===== src/logic/cit_pkg.sv =====
// Package: constants and types for the instruction timing sequencer
package cit_pkg;
	typedef logic [1:0] cit_len_t;
	typedef logic [2:0] cit_cyc_t;

	// Special function register address and reset value of the stack pointer
	localparam logic [7:0] CIT_SP_ADDR = 8'h81;
	localparam logic [7:0] CIT_SP_RESET = 8'h07;

	localparam int CIT_NUM_BP = 4;
	localparam int CIT_CNT_W = 32;
	localparam int CIT_PC_W = 16;

	// Byte length per opcode: one 32-bit word per low-nibble column
	// (0..5, then @Ri, then Rn), two bits per high nibble, LSB first
	localparam logic [31:0] CIT_LEN_TBL [0:7] = '{
		32'h5AAE_AAFD, 32'hAAAA_AAAA, 32'h5AAA_AA5F, 32'h5555_7F55,
		32'h55D9_AAA5, 32'hAEDB_EAAA, 32'h55E6_9555, 32'h59E6_9555
	};

	// Cycle counts that differ from the byte length
	localparam cit_cyc_t CIT_CYC_SWAP_IND = 3'h2;
	localparam cit_cyc_t CIT_CYC_ABS = 3'h3;
	localparam cit_cyc_t CIT_CYC_LONG = 3'h4;
	localparam cit_cyc_t CIT_CYC_RETURN = 3'h5;
	localparam cit_cyc_t CIT_CYC_JUMP_IND = 3'h3;
	localparam cit_cyc_t CIT_CYC_CMP_IND = 3'h4;
	localparam cit_cyc_t CIT_TAKEN_EXTRA = 3'h1;

	localparam logic [7:0] CIT_OP_BIT_SET_CLEAR = 8'h10;

	// Taken conditional branch runs one cycle longer than untaken
	function automatic cit_cyc_t cit_total(input cit_cyc_t base, input logic taken);
		cit_total = taken ? cit_cyc_t'(base + CIT_TAKEN_EXTRA) : base;
	endfunction
endpackage


===== src/logic/cit_if.sv =====
// Interfaces: decoder lookup and debug control links inside the core
`timescale 1ns/10ps
interface cit_dec_if;
	import cit_pkg::*;
	logic [7:0] opcode;
	cit_len_t len;
	cit_cyc_t cyc;
	logic cond;
	logic bit_clear;
	modport core (output opcode, input len, cyc, cond, bit_clear);
	modport dec (input opcode, output len, cyc, cond, bit_clear);
endinterface

interface cit_dbg_if #(
	parameter int NUM_BP = 4,
	parameter int IDX_W = (NUM_BP > 1) ? $clog2(NUM_BP) : 1
);
	logic halt_req;
	logic run_req;
	logic step_req;
	logic bp_wr;
	logic [IDX_W-1:0] bp_index;
	logic [15:0] bp_addr;
	logic bp_enable;
	logic fetch_valid;
	logic [15:0] fetch_addr;
	logic accept;
	logic permit;
	logic halted;
	logic bp_hit;
	modport core (output halt_req, run_req, step_req, bp_wr, bp_index, bp_addr, bp_enable,
		fetch_valid, fetch_addr, accept, input permit, halted, bp_hit);
	modport ctl (input halt_req, run_req, step_req, bp_wr, bp_index, bp_addr, bp_enable,
		fetch_valid, fetch_addr, accept, output permit, halted, bp_hit);
endinterface


===== src/logic/cit_opcode_decode.sv =====
// Opcode decoder: byte length, base cycle count and branch class
`timescale 1ns/10ps
module cit_opcode_decode
	import cit_pkg::*;
(
	cit_dec_if.dec dec
);
	logic [2:0] col;
	logic [7:0] op;

	always_comb begin
		op = dec.opcode;
		col = (op[3:0] > 4'h7) ? 3'h7 : ((op[3:0] > 4'h5) ? 3'h6 : op[2:0]);
		// Encodings follow the standard set unchanged
		dec.len = CIT_LEN_TBL[col][{op[7:4], 1'b0} +: 2];
		dec.cyc = {1'b0, dec.len};
		dec.cond = 1'b0;
		dec.bit_clear = (op == CIT_OP_BIT_SET_CLEAR);
		if (op[3:0] == 4'h1) begin
			dec.cyc = CIT_CYC_ABS;
		end
		unique case (op) inside
			8'h02, 8'h12: dec.cyc = CIT_CYC_LONG;
			8'h80: dec.cyc = CIT_CYC_ABS;
			8'h73: dec.cyc = CIT_CYC_JUMP_IND;
			8'h22, 8'h32: dec.cyc = CIT_CYC_RETURN;
			8'hC6, 8'hC7, 8'hD6, 8'hD7: dec.cyc = CIT_CYC_SWAP_IND;
			8'h40, 8'h50, 8'h60, 8'h70: dec.cond = 1'b1;
			8'h10, 8'h20, 8'h30: dec.cond = 1'b1;
			8'hB4, 8'hB5, [8'hB8:8'hBF]: dec.cond = 1'b1;
			8'hB6, 8'hB7: begin
				dec.cond = 1'b1;
				dec.cyc = CIT_CYC_CMP_IND;
			end
			8'hD5, [8'hD8:8'hDF]: dec.cond = 1'b1;
			default: dec.cond = 1'b0;
		endcase
	end
endmodule


===== src/logic/cit_debug_ctl.sv =====
// Debug control: breakpoints, halt, run and single step
`timescale 1ns/10ps
module cit_debug_ctl
	import cit_pkg::*;
#(
	parameter int NUM_BP = 4
) (
	input wire logic clk,
	input wire logic reset,
	cit_dbg_if.ctl dbg
);
	typedef struct packed {
		logic halted;
		logic step_pend;
		logic skip;
		logic at_bp;
		logic [NUM_BP-1:0] bp_en;
		logic [NUM_BP-1:0][15:0] bp_addr;
	} cit_dbg_state_t;

	cit_dbg_state_t cur_ff;
	cit_dbg_state_t nxt_state;
	logic hit;

	// Breakpoints compare in private flops, nothing the program can see
	always_comb begin
		hit = 1'b0;
		for (int i = 0; i < NUM_BP; i++) begin
			if (cur_ff.bp_en[i] && cur_ff.bp_addr[i] == dbg.fetch_addr) begin
				hit = 1'b1;
			end
		end
		hit = hit && dbg.fetch_valid && !cur_ff.skip && !cur_ff.halted;
		dbg.bp_hit = hit;
		dbg.halted = cur_ff.halted;
		dbg.permit = (!cur_ff.halted || cur_ff.step_pend) && !hit;
		nxt_state = cur_ff;
		if (dbg.accept) begin
			nxt_state.skip = 1'b0;
			nxt_state.at_bp = 1'b0;
			if (cur_ff.step_pend) begin
				nxt_state.step_pend = 1'b0;
				nxt_state.halted = 1'b1;
			end
		end
		if (hit || dbg.halt_req) begin
			nxt_state.halted = 1'b1;
		end
		if (hit) begin
			nxt_state.at_bp = 1'b1;
		end
		// Skip only after a breakpoint stop, so a breakpoint set while halted still fires
		// Step completion wins over a run pulse in the same cycle
		if (dbg.run_req && cur_ff.halted && !dbg.halt_req && !(dbg.accept && cur_ff.step_pend)) begin
			nxt_state.halted = 1'b0;
			nxt_state.skip = cur_ff.at_bp;
		end
		if (dbg.step_req && cur_ff.halted && !cur_ff.step_pend) begin
			nxt_state.step_pend = 1'b1;
			nxt_state.skip = cur_ff.at_bp;
		end
		if (dbg.bp_wr) begin
			nxt_state.bp_addr[dbg.bp_index] = dbg.bp_addr;
			nxt_state.bp_en[dbg.bp_index] = dbg.bp_enable;
		end
	end

	always_ff @(posedge clk or posedge reset) begin
		if (reset) begin
			cur_ff <= '0;
		end else begin
			cur_ff <= nxt_state;
		end
	end
endmodule


===== src/logic/cit_core_timing.sv =====
// Top: instruction cycle sequencer, stack pointer and debug hooks
`timescale 1ns/10ps
//
// Summary of operation
// - Opcodes, addressing, flag effects match standard set
// - All timing counted in single clock cycles
// - Most instructions: cycles equal program bytes
// - Untaken conditional branch one cycle shorter
// - Swap timing: register 1, direct 2, indirect 2
// - Carry ops one cycle; direct bit ops two
// - Carry and accumulator jumps take 2/3 cycles
// - Bit jumps 3/4; set-then-clear clears bit
// - Absolute and short jumps 3, long 4
// - Indirect jump: one byte, three cycles
// - Compare-jump direct/immediate forms take 3/4
// - Compare-jump on indirect operand takes 4/5
// - Decrement-jump-nonzero on register takes 2/3 cycles, on direct 3/4
// - Stack pointer increments before each push store
// - Stack pointer resets to 0x07
// - Debugger breakpoints, run, halt, step, register access
// - Debug uses no program-visible resources
//
module cit_core_timing
	import cit_pkg::*;
#(
	parameter int NUM_BP = CIT_NUM_BP,
	parameter int CNT_W = CIT_CNT_W,
	parameter int IDX_W = (NUM_BP > 1) ? $clog2(NUM_BP) : 1
) (
	input wire logic clk,
	input wire logic reset,
	// Instruction issue from the fetch stage
	input wire logic instr_valid,
	input wire logic [7:0] instr_opcode,
	input wire logic [15:0] instr_addr,
	input wire logic branch_cond,
	output logic instr_ready,
	// Retirement report
	output logic retire_pulse,
	output logic [1:0] retire_len,
	output logic [2:0] retire_cycles,
	output logic retire_taken,
	output logic clear_tested_bit,
	// Stack access from the datapath
	input wire logic push_req,
	input wire logic pop_req,
	output logic stack_wr,
	output logic stack_rd,
	output logic [7:0] stack_addr,
	// Special function register port
	input wire logic [7:0] sfr_addr,
	input wire logic sfr_wr,
	input wire logic [7:0] sfr_wdata,
	input wire logic sfr_rd,
	output logic [7:0] sfr_rdata,
	output logic sfr_rvalid,
	// Debug link side
	input wire logic dbg_halt_req,
	input wire logic dbg_run_req,
	input wire logic dbg_step_req,
	input wire logic dbg_bp_wr,
	input wire logic [IDX_W-1:0] dbg_bp_index,
	input wire logic [15:0] dbg_bp_addr,
	input wire logic dbg_bp_enable,
	input wire logic dbg_sp_wr,
	input wire logic [7:0] dbg_sp_wdata,
	output logic [7:0] dbg_sp_rdata,
	output logic dbg_halted,
	output logic dbg_bp_hit,
	output logic [15:0] dbg_last_addr,
	output logic [CNT_W-1:0] dbg_cycle_count,
	output logic [CNT_W-1:0] dbg_instr_count
);
	typedef struct packed {
		cit_cyc_t rem;
		cit_len_t len;
		cit_cyc_t cyc;
		logic taken;
		logic bit_clear;
		logic retire;
		logic clear_bit;
		logic [7:0] stack_pointer;
		logic stk_wr;
		logic stk_rd;
		logic [7:0] stk_addr;
		logic [7:0] rdata;
		logic rvalid;
		logic [7:0] dbg_sp;
		logic [15:0] last_addr;
		logic [CNT_W-1:0] cyc_cnt;
		logic [CNT_W-1:0] instr_cnt;
	} cit_core_state_t;

	cit_core_state_t cur_ff;
	cit_core_state_t nxt_state;

	logic idle;
	logic accept;
	logic took;
	cit_cyc_t total;
	logic [7:0] sp_inc;
	logic [7:0] sp_dec;

	cit_dec_if dec_link();
	cit_dbg_if #(.NUM_BP(NUM_BP), .IDX_W(IDX_W)) dbg_link();

	cit_opcode_decode u_decode (
		.dec(dec_link)
	);

	cit_debug_ctl #(
		.NUM_BP(NUM_BP)
	) u_debug (
		.clk(clk),
		.reset(reset),
		.dbg(dbg_link)
	);

	// Issue handshake
	always_comb begin
		idle = (cur_ff.rem == 3'h0);
		instr_ready = idle && dbg_link.permit;
		accept = instr_valid && instr_ready;
	end

	always_comb begin
		dec_link.opcode = instr_opcode;
		// Condition is sampled in the issue cycle
		took = dec_link.cond && branch_cond;
		total = cit_total(dec_link.cyc, took);
	end

	always_comb begin
		dbg_link.halt_req = dbg_halt_req;
		dbg_link.run_req = dbg_run_req;
		dbg_link.step_req = dbg_step_req;
		dbg_link.bp_wr = dbg_bp_wr;
		dbg_link.bp_index = dbg_bp_index;
		dbg_link.bp_addr = dbg_bp_addr;
		dbg_link.bp_enable = dbg_bp_enable;
		dbg_link.fetch_valid = instr_valid && idle;
		dbg_link.fetch_addr = instr_addr;
		dbg_link.accept = accept;
	end

	always_comb begin
		sp_inc = cur_ff.stack_pointer + 8'h01;
		sp_dec = cur_ff.stack_pointer - 8'h01;
	end

	always_comb begin
		nxt_state = cur_ff;
		nxt_state.retire = 1'b0;
		nxt_state.clear_bit = 1'b0;
		nxt_state.stk_wr = 1'b0;
		nxt_state.stk_rd = 1'b0;
		nxt_state.rvalid = 1'b0;

		// Sequencer counts whole clocks, one per edge
		if (accept) begin
			nxt_state.len = dec_link.len;
			nxt_state.cyc = total;
			nxt_state.taken = took;
			nxt_state.bit_clear = dec_link.bit_clear;
			nxt_state.last_addr = instr_addr;
			nxt_state.instr_cnt = cur_ff.instr_cnt + CNT_W'(1);
			nxt_state.rem = cit_cyc_t'(total - 3'h1);
			if (total == 3'h1) begin
				nxt_state.retire = 1'b1;
			end
		end else if (!idle) begin
			nxt_state.rem = cit_cyc_t'(cur_ff.rem - 3'h1);
			if (cur_ff.rem == 3'h1) begin
				nxt_state.retire = 1'b1;
				// Tested bit cleared only when the jump goes
				nxt_state.clear_bit = cur_ff.taken && cur_ff.bit_clear;
			end
		end

		// Clock count runs while the core is not stopped
		if (!dbg_link.halted || !idle) begin
			nxt_state.cyc_cnt = cur_ff.cyc_cnt + CNT_W'(1);
		end

		// Stack pointer: debugger write, then program write, then push or pop
		if (dbg_sp_wr && dbg_link.halted) begin
			nxt_state.stack_pointer = dbg_sp_wdata;
		end else if (sfr_wr && sfr_addr == CIT_SP_ADDR) begin
			nxt_state.stack_pointer = sfr_wdata;
		end else if (push_req) begin
			nxt_state.stack_pointer = sp_inc;
			nxt_state.stk_addr = sp_inc;
			nxt_state.stk_wr = 1'b1;
		end else if (pop_req) begin
			nxt_state.stk_addr = cur_ff.stack_pointer;
			nxt_state.stk_rd = 1'b1;
			nxt_state.stack_pointer = sp_dec;
		end

		// Other SFR addresses belong to other blocks; read as zero here
		if (sfr_rd) begin
			nxt_state.rvalid = 1'b1;
			nxt_state.rdata = (sfr_addr == CIT_SP_ADDR) ? cur_ff.stack_pointer : 8'h00;
		end

		// Debug readout is a private copy, not a program register
		nxt_state.dbg_sp = nxt_state.stack_pointer;
	end

	always_ff @(posedge clk or posedge reset) begin
		if (reset) begin
			cur_ff <= '0;
			cur_ff.stack_pointer <= CIT_SP_RESET;
			cur_ff.dbg_sp <= CIT_SP_RESET;
		end else begin
			cur_ff <= nxt_state;
		end
	end

	always_comb begin
		retire_pulse = cur_ff.retire;
		retire_len = cur_ff.len;
		retire_cycles = cur_ff.cyc;
		retire_taken = cur_ff.taken;
		clear_tested_bit = cur_ff.clear_bit;
		stack_wr = cur_ff.stk_wr;
		stack_rd = cur_ff.stk_rd;
		stack_addr = cur_ff.stk_addr;
		sfr_rdata = cur_ff.rdata;
		sfr_rvalid = cur_ff.rvalid;
		dbg_sp_rdata = cur_ff.dbg_sp;
		dbg_halted = dbg_link.halted;
		dbg_bp_hit = dbg_link.bp_hit;
		dbg_last_addr = cur_ff.last_addr;
		dbg_cycle_count = cur_ff.cyc_cnt;
		dbg_instr_count = cur_ff.instr_cnt;
	end
endmodule


===== config.mk =====
export PLATFORM = sky130hd
export DESIGN_NAME = cit_core_timing
export DESIGN_NICKNAME = d
export VERILOG_FILES = /design/src/logic/cit_pkg.sv /design/src/logic/cit_if.sv /design/src/logic/cit_opcode_decode.sv /design/src/logic/cit_debug_ctl.sv /design/src/logic/cit_core_timing.sv
export SDC_FILE = /design/constraint.sdc
export NUM_CORES = 1
export LEC_CHECK = 0
export BUFFER_PORTS_ARGS = -buffer_cell sky130_fd_sc_hd__clkbuf_2
export CORE_MARGIN = 3
export CORE_UTILIZATION = 61
export DETAILED_ROUTE_END_ITERATION = 16
export PLACE_DENSITY_LB_ADDON = 0.1
export SLEW_MARGIN = 0
export SYNTH_ARGS = -nofsm -noshare
export SYNTH_HDL_FRONTEND = slang
export SYNTH_HIERARCHICAL = 1
export SYNTH_SLANG_ARGS = --single-unit

===== constraint.sdc =====
create_clock -name clk -period 5.66 [get_ports clk]
set_input_delay 0.566 -clock clk [delete_from_list [all_inputs] [get_ports clk]]
set_output_delay 0.566 -clock clk [all_outputs]
set_load 0.05 [all_outputs]

==> results.py <==
metrics = {
    "power": {
        "p_leak_nw": 5.44,
        "power_mw": 4.58,
        "clock_power_share": 0.254,
        "p_comb_frac": 0.334,
        "vdd.ir_drop.worst_mv": 0.347,
        "switching_power_mw": 1.88,
        "p_int_mw": 2.70,
        "powerDensity_mw_per_mm2": 399,
        "p_seq_frac": 0.412,
        "swShare": 0.410,
    },
    "timing": {
        "tns_ps": 0,
        "fmax_ghz": 0.297,
        "fin_crit_sh": 0.596,
        "report.final.slew_viol_count": 0,
        "hold_viol": 0,
        "hold_slack_ps": 270,
        "fin_skew_ps": 14.5,
        "relSlewSlack": 0.272,
        "tightest_slew_ps": 1090,
        "finalSetupViolCount": 0,
        "period_needed_ps": 3370,
        "rsz0062_at_grt": "no",
    },
    "critical_path": {
        "end_kind": "flip-flop",
        "worst-path-stages": 11,
        "worstPathMaxFanout": 11,
        "critical_path.top_delay_family": "simple AND/OR/NAND/NOR gates",
        "crit_buf_inv": 0,
        "rr_worst_depth": 11,
        "critPathKind": "flip-flop to flip-flop",
        "start_kind": "flip-flop",
        "slowest_stage": "nor4_2",
        "crit_chain": "xor2_1 > nor4_1 > nand4_1 > o22ai_1 > o311ai_2 > a21boi_1 > nand4b_1 > nor4_2 > nand3_1 > nor2_1 > xor2_1",
        "cpMostUsedCell": "xor2_1",
        "arrival_ps": 3720,
        "cp_data_required_time_ps": 6010,
        "slowest_delay_ps": 910,
    },
    "clocking": {
        "cts_sinks": 191,
        "cts_tree": "yes",
        "clk_pin_slew_worst_paths_ps": 80,
        "postCtsResizedCells": 0,
        "holdBufCountCts": 0,
        "htreeDepth": 4,
        "cts_made_buffers": 17,
        "clk_latency_ps": 430,
        "cts.path.max_buffers": 2,
        "cts_root_buf": "clkbuf_16",
        "cts_setup_buffers": 0,
    },
    "logic_synthesis": {
        "ys_ff_latch": 191,
        "ys_async_sr_fraction": 1.00,
        "synth-edff-count": 0,
        "yosys.area_share.simple": 0.163,
        "syn_area_per_cell_um2": 10.4,
        "synth_top_family_by_area": "simple AND/OR/NAND/NOR gates",
        "syn-instance-count": 1015,
        "synthTopCellsByArea": "dfrtp_1 (45%), buf_4 (8.0%), mux2_2 (7.4%)",
        "synth_compound_area_frac": 0.0719,
        "yosys.area.top_type": "dfrtp_1",
        "synth.distinct_cells": 80,
        "yosysSeqAreaShare": 0.453,
        "synthMuxAreaShare": 0.0792,
        "synthesis.area_mm2": 0.0106,
        "synth_xor_area_frac": 0.112,
        "synth_fp_nets": 1110,
        "synth_flop_cell": "dfrtp_1",
        "ys_warn_count": 6,
        "synthAdderAreaFrac": 0.0178,
        "synth_top_cell_area_share": 0.445,
    },
    "final_layout": {
        "area_growth_pct": 8.57,
        "fillers": 1364,
        "drive_gt1_frac": 0.304,
        "final_util": 0.685,
        "diodes": 0,
        "finalNetCount": 1189,
        "fin_area_mm2": 0.0115,
    },
    "status": {
        "status": "finished clean",
    },
    "global_route": {
        "grt-ovfl-total": 0,
        "grt_pass1_vias": 7257,
        "antenna_found_initial": 0,
        "track_usage": 0.250,
        "grt_pass1_wl_mm": 37.1,
        "grt_max_degree": 73,
    },
    "routing": {
        "vias": 7439,
        "ant_nets": 0,
        "wl_met2_mm": 11.2,
        "wl_per_cell_um": 17.5,
        "drt-total-wl_mm": 23.2,
        "first_pass_iters": 5,
        "met3_length_mm": 1.15,
        "wl_met1_mm": 10.5,
        "routed.top_layer": "met4",
        "drtIter0Drc": 398,
        "drc": 0,
        "vias_per_cell": 5.61,
    },
    "placed_design": {
        "dp_hpwl_mm": 16.9,
        "port_buffers": 197,
        "place_congestion": 0.875,
        "dpl_cell_area_mm2": 0.0109,
    },
    "floorplanning": {
        "ios": 198,
        "core_area_mm2": 0.0168,
        "dieHeight_um": 138,
        "dieArea_mm2": 0.0189,
        "die_w_um": 138,
        "initial_core_util": 0.631,
        "fp-row-count": 47,
    },
    "min_path": {
        "hold_class": "input port to flip-flop",
        "worstHoldPathCells": 1,
    },
    "flow_run": {
        "cap_violations": 0,
    },
}
[stage by stage]
step / worst slack, ps / instances
6_report: 2290 / 1326
5_1_grt: 1840 / 1326
4_1_cts: 2270 / 1326
3_5_place_dp: 1940 / 1295
3_3_place_gp: 2070 / 1295
2_1_floorplan: 1940 / 1015
[per-layer routing]
metal	vias to the layer above	GRT usage
met2	207	0.403
met1	3640	0.348
met4	0	0.0787
met3	37	0.0416
li1	3555	-
met5	-	0
[final cells by class]
cell class | count | area, um2 | share of cell area
tap | 220 | 275 | 0.0240
clock buffer | 17 | 425 | 0.0371
sequential | 191 | 4780 | 0.417
timing repair buffer | 203 | 1030 | 0.0898
multi-input combinational | 651 | 4700 | 0.409
clock inverter | 14 | 148 | 0.0129
inverter | 30 | 115 | 0.0100
[Yosys cell counts (11+ instances only)]
library cell    n
nor2_1         46
buf_4         112
nor4_1         14
xor2_1         54
o21ai_0        23
dfrtp_1       188
nand2_1       110
nand3_1        33
xnor2_1        81
mux2_2         69
clkbuf_1       11
nand4_1        29
buf_2          19
a21oi_1        23
nor3_1         17
ha_1           15
inv_1          29
[power by group through the flow]
| stage | Sequential, mW | Combinational [mW] | Clock (mW) |
|---|---|---|---|
| 2_1_floorplan | 1.84 | 1.39 | 0 |
| 4_1_cts | 1.88 | 1.54 | 1.18 |
| 3_5_place_dp | 1.91 | 1.53 | 0 |
| 3_3_place_gp | 1.90 | 1.51 | 0 |
| 6_report | 1.89 | 1.53 | 1.16 |
| 5_1_grt | 1.93 | 1.65 | 1.25 |
[kinds of logic after synthesis]
family / count (synthesis)
AO/OA/AOI/OAI: 108
XOR/XNOR: 135
adder cells (fa/ha/maj): 15
buffers and inverters: 173
flip-flops: 191
multiplexers: 75
AND/OR/NAND/NOR: 318
[worst paths after layout]
| check | end | slack (ps) | startpoint |
|---|---|---|---|
| worst max register to register | dbg_instr_count[20] | 2290 | u_debug/cur_ff[43] |
| worst max-delay path | dbg_instr_count[20] | 2290 | u_debug/cur_ff[43] |
| worst min-delay path | sfr_rvalid | 270 | sfr_rd |
| min in group asynchronous | dbg_instr_count[4] | 290 | reset |
| max in group asynchronous | dbg_last_addr[5] | 4070 | reset |
| worst min register to register | cur_ff[117] | 470 | cur_ff[117] |
[registers in the layout (all words and copies together), names as in the netlist, 2 cells and up]
register,count
u_debug/cur_ff,71
dbg_instr_count,32
cur_ff,4
dbg_last_addr,16
dbg_cycle_count,32
sfr_rdata,8
retire_len,2
dbg_sp_rdata,8
stack_addr,8
retire_cycles,3
[placed cells by master (no fill, tap or decap), types with 7 or more instances in the layout]
cell type and count:
a21oi_1 23, a22o_1 9, and2_1 8, and3_1 7, clkbuf_16 17, clkbuf_2 197
dfrtp_1 188, ha_1 15, inv_1 27, mux2_2 69, nand2_1 110, nand2b_1 9
nand3_1 33, nand4_1 29, nor2_1 46, nor3_1 17, nor4_1 13, o21ai_0 23
xnor2_1 81, xor2_1 54
No activity file was read; power rests on OpenSTA's default activity.
